$ cat config.mk
export PLATFORM = sky130hd
export DESIGN_NAME = lcd_decoder
export DESIGN_NICKNAME = d
export VERILOG_FILES = /design/src/lcd_pkg.sv /design/src/lcd_cmd_if.sv /design/src/lcd_capture.sv /design/src/lcd_decoder.sv
export SDC_FILE = /design/constraint.sdc
export NUM_CORES = 1
export LEC_CHECK = 0
export ABC_AREA = 1
export BUFFER_PORTS_ARGS = -buffer_cell sky130_fd_sc_hd__buf_2
export CAP_MARGIN = 0
export CORE_ASPECT_RATIO = 1.2
export CORE_MARGIN = 3
export CORE_UTILIZATION = 62
export DETAILED_ROUTE_END_ITERATION = 10
export PLACE_DENSITY = 0.95
export SYNTH_ARGS = -nofsm -noshare
export SYNTH_HDL_FRONTEND = slang
export SYNTH_SLANG_ARGS = --single-unit
$ cat constraint.sdc
create_clock -name CLK -period 4.6 [get_ports CLK]
set_clock_uncertainty 0.1 [all_clocks]
set_input_delay 0.92 -clock CLK [delete_from_list [all_inputs] [get_ports CLK]]
set_output_delay 0.92 -clock CLK [all_outputs]
set_load 0.01 [all_outputs]
$ cat src/lcd_pkg.sv
// Purpose: Shared constants and types for the command decoder
// Assumes: 25 MHz system clock, link clock sampled as data
// Notes:   Timing counts derived from times in ns
package lcd_pkg;
    localparam int        CLK_PERIOD_NS      = 40;
    localparam int        CKE_HOLD_NS        = 100;
    localparam int        CKE_HOLD_CYC       = (CKE_HOLD_NS + CLK_PERIOD_NS - 1) / CLK_PERIOD_NS;
    localparam int        CPDED_LINK_EDGES   = 2;
    localparam int        READY_LINK_EDGES   = 2;
    localparam int        XP_NS              = 80;
    localparam int        XP_CYC             = (XP_NS + CLK_PERIOD_NS - 1) / CLK_PERIOD_NS;
    localparam int        CA_W               = 10;
    localparam int        BANK_W             = 3;
    localparam int        COL_W              = 12;
    localparam int        NBANK              = 8;
    localparam int        CNT_W              = 8;
    localparam logic [CNT_W-1:0] CNT_RST     = 8'h00;
    localparam logic [7:0] BANK_RST          = 8'h00;
    // Command codes CA0..CA3 (CA0 is the leftmost bit)
    localparam logic [3:0] CODE_MRW          = 4'h0;
    localparam logic [3:0] CODE_MRR          = 4'h1;
    localparam logic [3:0] CODE_REFRESH_ONE_BANK        = 4'h2;
    localparam logic [3:0] CODE_REFRESH_ALL_BANKS        = 4'h3;
    // Activate: CA0 low, CA1 high; only bits [2:1] are compared
    localparam logic [2:0] CODE_ACT_HI       = 3'h2;
    localparam logic [2:0] CODE_WR           = 3'h4;
    localparam logic [2:0] CODE_RD           = 3'h5;
    localparam logic [3:0] CODE_PRE          = 4'hD;
    localparam logic [2:0] CODE_DPD          = 3'h6;
    localparam logic [2:0] CODE_NOP          = 3'h7;
    localparam int        AB_BIT             = 4;
    localparam int        AP_BIT             = 0;

    typedef enum logic [3:0] {
        CMD_NONE  = 4'h0,
        CMD_NOP   = 4'h1,
        CMD_MRW   = 4'h2,
        CMD_MRR   = 4'h3,
        CMD_REFRESH_ONE_BANK = 4'h4,
        CMD_REFRESH_ALL_BANKS = 4'h5,
        CMD_ACT   = 4'h6,
        CMD_WR    = 4'h7,
        CMD_RD    = 4'h8,
        CMD_PRE   = 4'h9,
        CMD_PDE   = 4'hA,
        CMD_DPDE  = 4'hB,
        CMD_SRE   = 4'hC,
        CMD_EXIT  = 4'hD,
        CMD_BAD   = 4'hE
    } lcd_cmd_t;

    typedef enum logic [2:0] {
        ST_ACTIVE = 3'h0,
        ST_PDWAIT = 3'h1,
        ST_PD     = 3'h2,
        ST_DPD    = 3'h3,
        ST_XP     = 3'h4,
        ST_INIT   = 3'h5
    } lcd_state_t;
endpackage : lcd_pkg

$ cat src/lcd_cmd_if.sv
// Purpose: Carrier of one captured command between decoder stages
// Assumes: Single clock domain
// Notes:   Valid is a one-cycle pulse
`timescale 1ns/1ps
interface lcd_cmd_if;
    import lcd_pkg::*;
    logic                  valid;
    logic                  cs_n;
    logic                  cke_prev;
    logic                  cke_now;
    logic [CA_W-1:0]       ca_rise;
    logic [CA_W-1:0]       ca_fall;
    modport src (output valid, cs_n, cke_prev, cke_now, ca_rise, ca_fall);
    modport dst (input  valid, cs_n, cke_prev, cke_now, ca_rise, ca_fall);
endinterface : lcd_cmd_if

$ cat src/lcd_capture.sv
// Purpose: Synchronise link pins and capture CA on both link clock edges
// Assumes: Link clock far slower than CLK
// Notes:   Emits a command after each falling link edge
`timescale 1ns/1ps
module lcd_capture
    import lcd_pkg::*;
(
    input  wire logic            clk,
    input  wire logic            rst,
    input  wire logic            ck_pin,
    input  wire logic            cke_pin,
    input  wire logic            cs_n_pin,
    input  wire logic [CA_W-1:0] ca_pin,
    output logic                 rise_seen,
    output logic                 cke_sync,
    lcd_cmd_if.src               cmd
);
    logic [CA_W+2:0] s1_q, s2_q, s1_d, s2_d;
    logic            ck_prev_q, ck_prev_d;
    logic            cke_last_q, cke_last_d, cke_r_q, cke_r_d, cs_r_q, cs_r_d;
    logic [CA_W-1:0] ca_r_q, ca_r_d;
    logic            v_q, v_d;
    logic [CA_W-1:0] caf_q, caf_d;
    logic            rise, fall;

    always_comb begin
        s1_d       = {ck_pin, cke_pin, cs_n_pin, ca_pin};
        s2_d       = s1_q;
        ck_prev_d  = s2_q[CA_W+2];
        rise       = s2_q[CA_W+2] & ~ck_prev_q;
        fall       = ~s2_q[CA_W+2] & ck_prev_q;
        cke_last_d = cke_last_q;
        cke_r_d    = cke_r_q;
        cs_r_d     = cs_r_q;
        ca_r_d     = ca_r_q;
        caf_d      = caf_q;
        v_d        = 1'b0;
        if (rise) begin
            cke_last_d = cke_r_q;
            cke_r_d    = s2_q[CA_W+1];
            cs_r_d     = s2_q[CA_W];
            ca_r_d     = s2_q[CA_W-1:0];
        end
        if (fall) begin
            caf_d = s2_q[CA_W-1:0];
            v_d   = 1'b1;
        end
    end

    always_ff @(posedge clk or posedge rst) begin
        if (rst) begin
            s1_q       <= '0;
            s2_q       <= '0;
            ck_prev_q  <= 1'b0;
            cke_last_q <= 1'b1;
            cke_r_q    <= 1'b1;
            cs_r_q     <= 1'b1;
            ca_r_q     <= '0;
            caf_q      <= '0;
            v_q        <= 1'b0;
        end else begin
            s1_q       <= s1_d;
            s2_q       <= s2_d;
            ck_prev_q  <= ck_prev_d;
            cke_last_q <= cke_last_d;
            cke_r_q    <= cke_r_d;
            cs_r_q     <= cs_r_d;
            ca_r_q     <= ca_r_d;
            caf_q      <= caf_d;
            v_q        <= v_d;
        end
    end

    assign rise_seen    = rise;
    assign cke_sync     = s2_q[CA_W+1];
    assign cmd.valid    = v_q;
    assign cmd.cs_n     = cs_r_q;
    assign cmd.cke_prev = cke_last_q;
    assign cmd.cke_now  = cke_r_q;
    assign cmd.ca_rise  = ca_r_q;
    assign cmd.ca_fall  = caf_q;
endmodule : lcd_capture

$ cat src/lcd_decoder.sv
// Purpose: Command decoder and low-power state tracking
// Assumes: Controller keeps its own timing obligations
// Notes:   Link clock is sampled, not used as a clock
`timescale 1ns/1ps
module lcd_decoder
    import lcd_pkg::*;
(
    input  wire logic                 CLK,
    input  wire logic                 RST,
    input  wire logic                 CK_T,
    input  wire logic                 CKE,
    input  wire logic                 CS_N,
    input  wire logic [CA_W-1:0]      CA,
    output logic                      CMD_VALID,
    output lcd_pkg::lcd_cmd_t         CMD_CODE,
    output logic [BANK_W-1:0]         BANK,
    output logic [COL_W-1:0]          COLUMN,
    output logic                      AUTO_PRECHARGE,
    output logic [NBANK-1:0]          BANK_OPEN,
    output logic                      RX_ENABLE,
    output logic                      ARRAY_VALID,
    output logic                      READY,
    output lcd_pkg::lcd_state_t       POWER_STATE,
    output logic                      ILLEGAL
);
    import lcd_pkg::*;

    lcd_cmd_if cap ();
    logic rise_seen, cke_sync;

    lcd_capture u_cap (
        .clk      (CLK),
        .rst      (RST),
        .ck_pin   (CK_T),
        .cke_pin  (CKE),
        .cs_n_pin (CS_N),
        .ca_pin   (CA),
        .rise_seen(rise_seen),
        .cke_sync (cke_sync),
        .cmd      (cap)
    );

    function automatic lcd_cmd_t decode(input logic cs_n, input logic ckp, input logic ckn,
                                        input logic [CA_W-1:0] ca);
        logic [3:0] c;
        c = {ca[0], ca[1], ca[2], ca[3]};
        decode = CMD_BAD;
        if (ckp && ckn) begin
            if (cs_n || c[3:1] == CODE_NOP) decode = CMD_NOP;
            else if (c == CODE_MRW)   decode = CMD_MRW;
            else if (c == CODE_MRR)   decode = CMD_MRR;
            else if (c == CODE_REFRESH_ONE_BANK) decode = CMD_REFRESH_ONE_BANK;
            else if (c == CODE_REFRESH_ALL_BANKS) decode = CMD_REFRESH_ALL_BANKS;
            else if (c[3:1] == CODE_WR) decode = CMD_WR;
            else if (c[3:1] == CODE_RD) decode = CMD_RD;
            else if (c == CODE_PRE)   decode = CMD_PRE;
            else if (c[3:2] == CODE_ACT_HI[2:1]) decode = CMD_ACT;
        end else if (ckp && !ckn) begin
            if (cs_n) decode = CMD_PDE;
            else if (c[3:1] == CODE_DPD) decode = CMD_DPDE;
            else if (c[3:1] == 3'h1) decode = CMD_SRE;
        end else if (!ckp && !ckn) begin
            decode = CMD_NONE;
        end else begin
            decode = CMD_EXIT;
        end
    endfunction : decode

    lcd_state_t             st_q, st_d;
    logic [CNT_W-1:0]       cnt_q, cnt_d;
    logic                   v_q, v_d, ap_q, ap_d, rx_q, rx_d, arr_q, arr_d, rdy_q, rdy_d, ill_q, ill_d;
    lcd_cmd_t               code_q, code_d;
    logic [BANK_W-1:0]      bank_q, bank_d;
    logic [COL_W-1:0]       col_q, col_d;
    logic [NBANK-1:0]       open_q, open_d;
    lcd_cmd_t               dc;
    logic [BANK_W-1:0]      ba;

    always_comb begin
        st_d   = st_q;
        cnt_d  = cnt_q;
        v_d    = 1'b0;
        code_d = code_q;
        bank_d = bank_q;
        col_d  = col_q;
        ap_d   = ap_q;
        open_d = open_q;
        rx_d   = rx_q;
        arr_d  = arr_q;
        rdy_d  = rdy_q;
        ill_d  = ill_q;
        ba     = cap.ca_rise[9:7];
        dc     = decode(cap.cs_n, cap.cke_prev, cap.cke_now, cap.ca_rise);
        case (st_q)
            ST_ACTIVE, ST_INIT: begin
                if (cap.valid && rx_q) begin
                    v_d    = (dc != CMD_NOP) && (dc != CMD_NONE);
                    code_d = dc;
                    if (dc == CMD_BAD) ill_d = 1'b1;
                    if (dc == CMD_ACT) begin
                        bank_d         = ba;
                        open_d[ba]     = 1'b1;
                    end
                    if (dc == CMD_WR || dc == CMD_RD) begin
                        bank_d = ba;
                        col_d  = {cap.ca_fall[9:1], cap.ca_rise[6:5], 1'b0};
                        ap_d   = cap.ca_fall[AP_BIT];
                        if (cap.ca_fall[AP_BIT]) open_d[ba] = 1'b0;
                    end
                    if (dc == CMD_PRE) begin
                        bank_d = ba;
                        if (cap.ca_rise[AB_BIT]) open_d = BANK_RST;
                        else open_d[ba] = 1'b0;
                    end
                    if (dc == CMD_PDE || dc == CMD_SRE || dc == CMD_DPDE) begin
                        rdy_d = 1'b0;
                        cnt_d = CNT_RST;
                        st_d  = ST_PDWAIT;
                        if (dc == CMD_DPDE) begin
                            arr_d  = 1'b0;
                            open_d = BANK_RST;
                        end
                    end
                end
            end
            ST_PDWAIT: begin
                if (cap.valid) begin
                    cnt_d = cnt_q + 8'h01;
                    if (cnt_q == CNT_W'(CPDED_LINK_EDGES - 1)) begin
                        rx_d = 1'b0;
                        st_d = (code_q == CMD_DPDE) ? ST_DPD : ST_PD;
                    end
                end
            end
            ST_PD, ST_DPD: begin
                if (cke_sync) begin
                    rx_d  = 1'b1;
                    cnt_d = CNT_RST;
                    st_d  = ST_XP;
                end
            end
            ST_XP: begin
                if (rise_seen) begin
                    cnt_d = cnt_q + 8'h01;
                    if (cnt_q == CNT_W'(READY_LINK_EDGES + XP_CYC - 1)) begin
                        rdy_d = 1'b1;
                        st_d  = (code_q == CMD_DPDE) ? ST_INIT : ST_ACTIVE;
                    end
                end
            end
            default: st_d = ST_ACTIVE;
        endcase
        if (st_q == ST_INIT && v_d && code_d == CMD_MRW) begin
            arr_d = 1'b1;
            ill_d = 1'b0;
            st_d  = ST_ACTIVE;
        end
    end

    always_ff @(posedge CLK or posedge RST) begin
        if (RST) begin
            st_q   <= ST_ACTIVE;
            cnt_q  <= CNT_RST;
            v_q    <= 1'b0;
            code_q <= CMD_NONE;
            bank_q <= '0;
            col_q  <= '0;
            ap_q   <= 1'b0;
            open_q <= BANK_RST;
            rx_q   <= 1'b1;
            arr_q  <= 1'b1;
            rdy_q  <= 1'b1;
            ill_q  <= 1'b0;
        end else begin
            st_q   <= st_d;
            cnt_q  <= cnt_d;
            v_q    <= v_d;
            code_q <= code_d;
            bank_q <= bank_d;
            col_q  <= col_d;
            ap_q   <= ap_d;
            open_q <= open_d;
            rx_q   <= rx_d;
            arr_q  <= arr_d;
            rdy_q  <= rdy_d;
            ill_q  <= ill_d;
        end
    end

    assign CMD_VALID      = v_q;
    assign CMD_CODE       = code_q;
    assign BANK           = bank_q;
    assign COLUMN         = col_q;
    assign AUTO_PRECHARGE = ap_q;
    assign BANK_OPEN      = open_q;
    assign RX_ENABLE      = rx_q;
    assign ARRAY_VALID    = arr_q;
    assign READY          = rdy_q;
    assign POWER_STATE    = st_q;
    assign ILLEGAL        = ill_q;
endmodule : lcd_decoder

==> impl_metrics.xml <==
<?xml version="1.0" encoding="UTF-8"?>
<metrics>
  <group name="status">
    <metric name="status" unit="">completed</metric>
  </group>
  <group name="sta">
    <metric name="unrepaired_setup_endpoints_after_global_routing" unit="">false</metric>
    <metric name="min_period" unit="ns">2.75</metric>
    <metric name="worst_pin_slew" unit="ns">0.971</metric>
    <metric name="final_min_period_over_clock_period" unit="%">59.8</metric>
    <metric name="final-setup-viol-count" unit="">0</metric>
    <metric name="max_slew_margin" unit="%">35.2</metric>
    <metric name="timing_max_transition_violations_final" unit="">0</metric>
    <metric name="clock.fmax" unit="MHz">364</metric>
    <metric name="fin_worst_hold_slack" unit="ns">0.244</metric>
    <metric name="final_hold_viol_count" unit="">0</metric>
    <metric name="setup_total_negative_slack" unit="ns">0</metric>
  </group>
  <group name="global_route">
    <metric name="first_global_vias" unit="">3327</metric>
    <metric name="overall_global_routing_resource_usage" unit="%">23.5</metric>
    <metric name="antenna_found_initial" unit="">0</metric>
    <metric name="first_pass_grt_wire_length" unit="um">14700</metric>
    <metric name="overflow" unit="">0</metric>
    <metric name="pin_count_of_the_biggest_net_entering_global_routing" unit="">62</metric>
  </group>
  <group name="synth">
    <metric name="synthTopCellsByCount" unit="">115 x sky130_fd_sc_hd__nand2_1, 88 x sky130_fd_sc_hd__dfrtp_1, 46 x sky130_fd_sc_hd__inv_1</metric>
    <metric name="synthXorXnorAreaFrac" unit="%">0.409</metric>
    <metric name="post-synth-top-area-cell" unit="">sky130_fd_sc_hd__dfrtp_1</metric>
    <metric name="synth_seq_area_share" unit="%">55.1</metric>
    <metric name="synth-main-ff-cell" unit="">sky130_fd_sc_hd__dfrtp_1</metric>
    <metric name="synth.area.top_cells" unit="">sky130_fd_sc_hd__dfrtp_1 51%, sky130_fd_sc_hd__nand2_1 10%, sky130_fd_sc_hd__nand3_1 4.9%, sky130_fd_sc_hd__o21ai_0 4.8%, sky130_fd_sc_hd__inv_1 4.0%</metric>
    <metric name="synth-edff-count" unit="">0</metric>
    <metric name="synth-async-reset-ratio" unit="%">100</metric>
    <metric name="synth_simple_gate_area_share" unit="%">27.3</metric>
    <metric name="synth_top_family_by_area" unit="">simple AND/OR/NAND/NOR gates</metric>
    <metric name="yosysWarnings" unit="">0</metric>
    <metric name="synthDominantCellAreaShare" unit="%">51.4</metric>
    <metric name="synth-seq-cells" unit="">94</metric>
    <metric name="synth_fp_nets" unit="">499</metric>
    <metric name="mappedNetlistArea" unit="sq um">4280</metric>
    <metric name="yosys.cell_count.top_type" unit="">sky130_fd_sc_hd__nand2_1</metric>
    <metric name="post_synth_inst_count" unit="">482</metric>
    <metric name="synth.lib_cells_used.distinct" unit="">38</metric>
    <metric name="post_synth_mux_area_share" unit="%">0</metric>
    <metric name="synth.avg_cell_area" unit="sq um">8.89</metric>
    <metric name="synthAdderAreaFrac" unit="%">0.584</metric>
    <metric name="synth_compound_gate_area_share" unit="%">9.58</metric>
  </group>
  <group name="worst_setup_path">
    <metric name="worstSetupPathType" unit="">flip-flop to flip-flop</metric>
    <metric name="critPathCaptureType" unit="">flip-flop</metric>
    <metric name="arrival" unit="ns">2.90</metric>
    <metric name="worstPathRequired" unit="ns">4.75</metric>
    <metric name="critPathLaunchType" unit="">flip-flop</metric>
    <metric name="worst-path-max-fanout" unit="">20</metric>
  </group>
  <group name="cells_and_area">
    <metric name="num-nets-final" unit="">547</metric>
    <metric name="area_delta_synth_final" unit="%">10.8</metric>
    <metric name="fraction_of_final_layout_cells_with_drive_strength_greater_than_1" unit="%">22.6</metric>
    <metric name="stdcell_area" unit="sq um">4750</metric>
    <metric name="antenna_cells_inserted" unit="">0</metric>
  </group>
  <group name="clocking">
    <metric name="cts.hold.buffers_added" unit="">0</metric>
    <metric name="clock_tree.buffer_depth" unit="">2</metric>
    <metric name="worst_setup_hold_path_clk_slew" unit="ns">0.11</metric>
    <metric name="clk_root_buffer_cell" unit="">sky130_fd_sc_hd__clkbuf_8</metric>
    <metric name="clock_sinks" unit="">94</metric>
    <metric name="htreeDepth" unit="">3</metric>
    <metric name="cts.repair.resized" unit="">0</metric>
    <metric name="cts_tree" unit="">built</metric>
    <metric name="clock_latency_late_sink" unit="ns">0.38</metric>
    <metric name="postCtsSetupBuffers" unit="">0</metric>
    <metric name="cts-buffers-inserted" unit="">9</metric>
  </group>
  <group name="floorplan">
    <metric name="floorplan.core_area" unit="sq um">6570</metric>
    <metric name="die_h" unit="um">97.1</metric>
    <metric name="die-area" unit="sq um">7950</metric>
    <metric name="initial_utilization" unit="%">65.2</metric>
    <metric name="chipWidth" unit="um">81.9</metric>
    <metric name="fp-row-count" unit="">32</metric>
    <metric name="pin_count" unit="">51</metric>
  </group>
  <group name="detailed_routing">
    <metric name="wl_per_cell" unit="um">13.6</metric>
    <metric name="drt_first_pass_iters" unit="">5</metric>
    <metric name="postRouteWirelength" unit="um">8420</metric>
    <metric name="antenna_left" unit="">0</metric>
    <metric name="drc" unit="">0</metric>
    <metric name="drt-vias-per-instance" unit="">5.46</metric>
    <metric name="route.vias.total" unit="">3385</metric>
    <metric name="dr.first_iter.drc_count" unit="">249</metric>
  </group>
  <group name="flow_run">
    <metric name="cap_viol_max_count" unit="">0</metric>
  </group>
  <group name="placed_design">
    <metric name="post_dp_cell_area" unit="sq um">4540</metric>
    <metric name="place_hpwl" unit="um">6050</metric>
    <metric name="routabilityCongestion" unit="">0.939</metric>
    <metric name="place.port_buffers" unit="">49</metric>
  </group>
  <group name="power">
    <metric name="leakage" unit="uW">0.00245</metric>
    <metric name="cell_area_power_density" unit="nW/um^2">343</metric>
    <metric name="worst_ir_drop_vdd" unit="mV">0.243</metric>
  </group>
  <group name="hold_path">
    <metric name="hp-class" unit="">flip-flop to flip-flop</metric>
  </group>
</metrics>
[kinds of logic after synthesis]
| logic type | Yosys count |
|---|---|
| adders and majority gates | 2 |
| buffers and inverters | 65 |
| AOI/OAI and AO/OA | 72 |
| other | 1 |
| and+or+nand+nor | 246 |
| DFF | 94 |
| xor gates and xnor gates | 2 |
[cells in the final DEF (no fill, tap or decap), types with 2 or more instances in the layout]
master / n
sky130_fd_sc_hd__nand2_1: 115
sky130_fd_sc_hd__dfrtp_1: 88
sky130_fd_sc_hd__buf_2: 49
sky130_fd_sc_hd__inv_1: 45
sky130_fd_sc_hd__nand3_1: 42
sky130_fd_sc_hd__o21ai_0: 41
sky130_fd_sc_hd__nor2_1: 35
sky130_fd_sc_hd__nand2_2: 12
sky130_fd_sc_hd__nor3_1: 11
sky130_fd_sc_hd__a21oi_1: 10
sky130_fd_sc_hd__clkbuf_8: 9
sky130_fd_sc_hd__nand3_2: 8
sky130_fd_sc_hd__o21ai_2: 7
sky130_fd_sc_hd__dfstp_2: 6
sky130_fd_sc_hd__nand2_4: 6
sky130_fd_sc_hd__o21ai_1: 6
sky130_fd_sc_hd__nand4_1: 6
sky130_fd_sc_hd__inv_2: 4
sky130_fd_sc_hd__nor2_2: 4
sky130_fd_sc_hd__or2_2: 3
sky130_fd_sc_hd__a31oi_1: 2
sky130_fd_sc_hd__nand3b_1: 2
sky130_fd_sc_hd__xor2_1: 2
sky130_fd_sc_hd__ha_1: 2
sky130_fd_sc_hd__inv_8: 2
sky130_fd_sc_hd__clkinv_8: 2
[worst paths after layout]
| path | from | end | slack (ns) | cells after the start |
|---|---|---|---|---|
| setup reg to reg | u_cap.cmd.ca_rise[2] | AUTO_PRECHARGE | 1.85 | 12 |
| hold / removal | u_cap.s1_q[7] | u_cap.s2_q[7] | 0.24 | 0 |
| setup / recovery | u_cap.cmd.ca_rise[2] | AUTO_PRECHARGE | 1.85 | 12 |
| min in group asynchronous | RST | u_cap.cmd.ca_fall[3] | 0.62 | 2 |
| hold reg to reg | u_cap.s1_q[7] | u_cap.s2_q[7] | 0.24 | 0 |
| max in group asynchronous | RST | u_cap.cmd.cke_now | 2.77 | 3 |
[critical path, cell delays in order (launching register included)]
cell	delay (ns)
sky130_fd_sc_hd__dfrtp_1	0.48
sky130_fd_sc_hd__inv_1	0.09
sky130_fd_sc_hd__nand2_1	0.09
sky130_fd_sc_hd__nand3_1	0.14
sky130_fd_sc_hd__nand3_2	0.11
sky130_fd_sc_hd__nand2_2	0.08
sky130_fd_sc_hd__nand2_4	0.10
sky130_fd_sc_hd__nor2_1	0.17
sky130_fd_sc_hd__nand3_1	0.13
sky130_fd_sc_hd__nand2_1	0.48
sky130_fd_sc_hd__nand2_1	0.41
sky130_fd_sc_hd__nand2_1	0.14
sky130_fd_sc_hd__o21ai_0	0.09
[per-layer routing]
layer	part of all wire, %	track usage (%)	vias to the layer above
met4	3.5	12.0	0
met5	0	0	-
met1	43	30.4	1580
li1	-	-	1655
met2	49	37.1	120
met3	5.0	4.45	30
[report_power, final]
group          total (uW)  internal, uW  switching, uW
combinational         183          50.7            132
clock                 545           216            329
sequential            900           867           33.1
[state kept, by name (all words and copies together) (netlist names), 3 cells and up]
| signal | count |
|---|---|
| u_cap.cmd.ca_rise | 10 |
| POWER_STATE | 3 |
| u_cap.s2_q | 13 |
| CMD_CODE | 4 |
| u_cap.s1_q | 13 |
| COLUMN | 11 |
| cnt_q | 8 |
| BANK_OPEN | 8 |
| u_cap.cmd.ca_fall | 10 |
| BANK | 3 |
[final cells by class]
class / instances / area, sq um
clock buffers: 9 / 124
clock inverters: 7 / 80.1
fillers: 477 / 1820
inverters: 52 / 199
multi-input cells: 323 / 1630
flip-flops and latches: 94 / 2360
well taps: 85 / 106
repair buffers: 50 / 253
[stage by stage]
step,utilization [%],power [uW],setup slack [ns],std cells
floorplan,-,1060,1.14,482
global placement,69.2,1080,2.20,604
detailed placement,69.2,1090,1.96,604
CTS,72.3,1630,1.94,620
global route,72.3,1710,1.54,620
finish,72.3,1630,1.85,620
No activity file was read; power rests on OpenSTA's default activity.
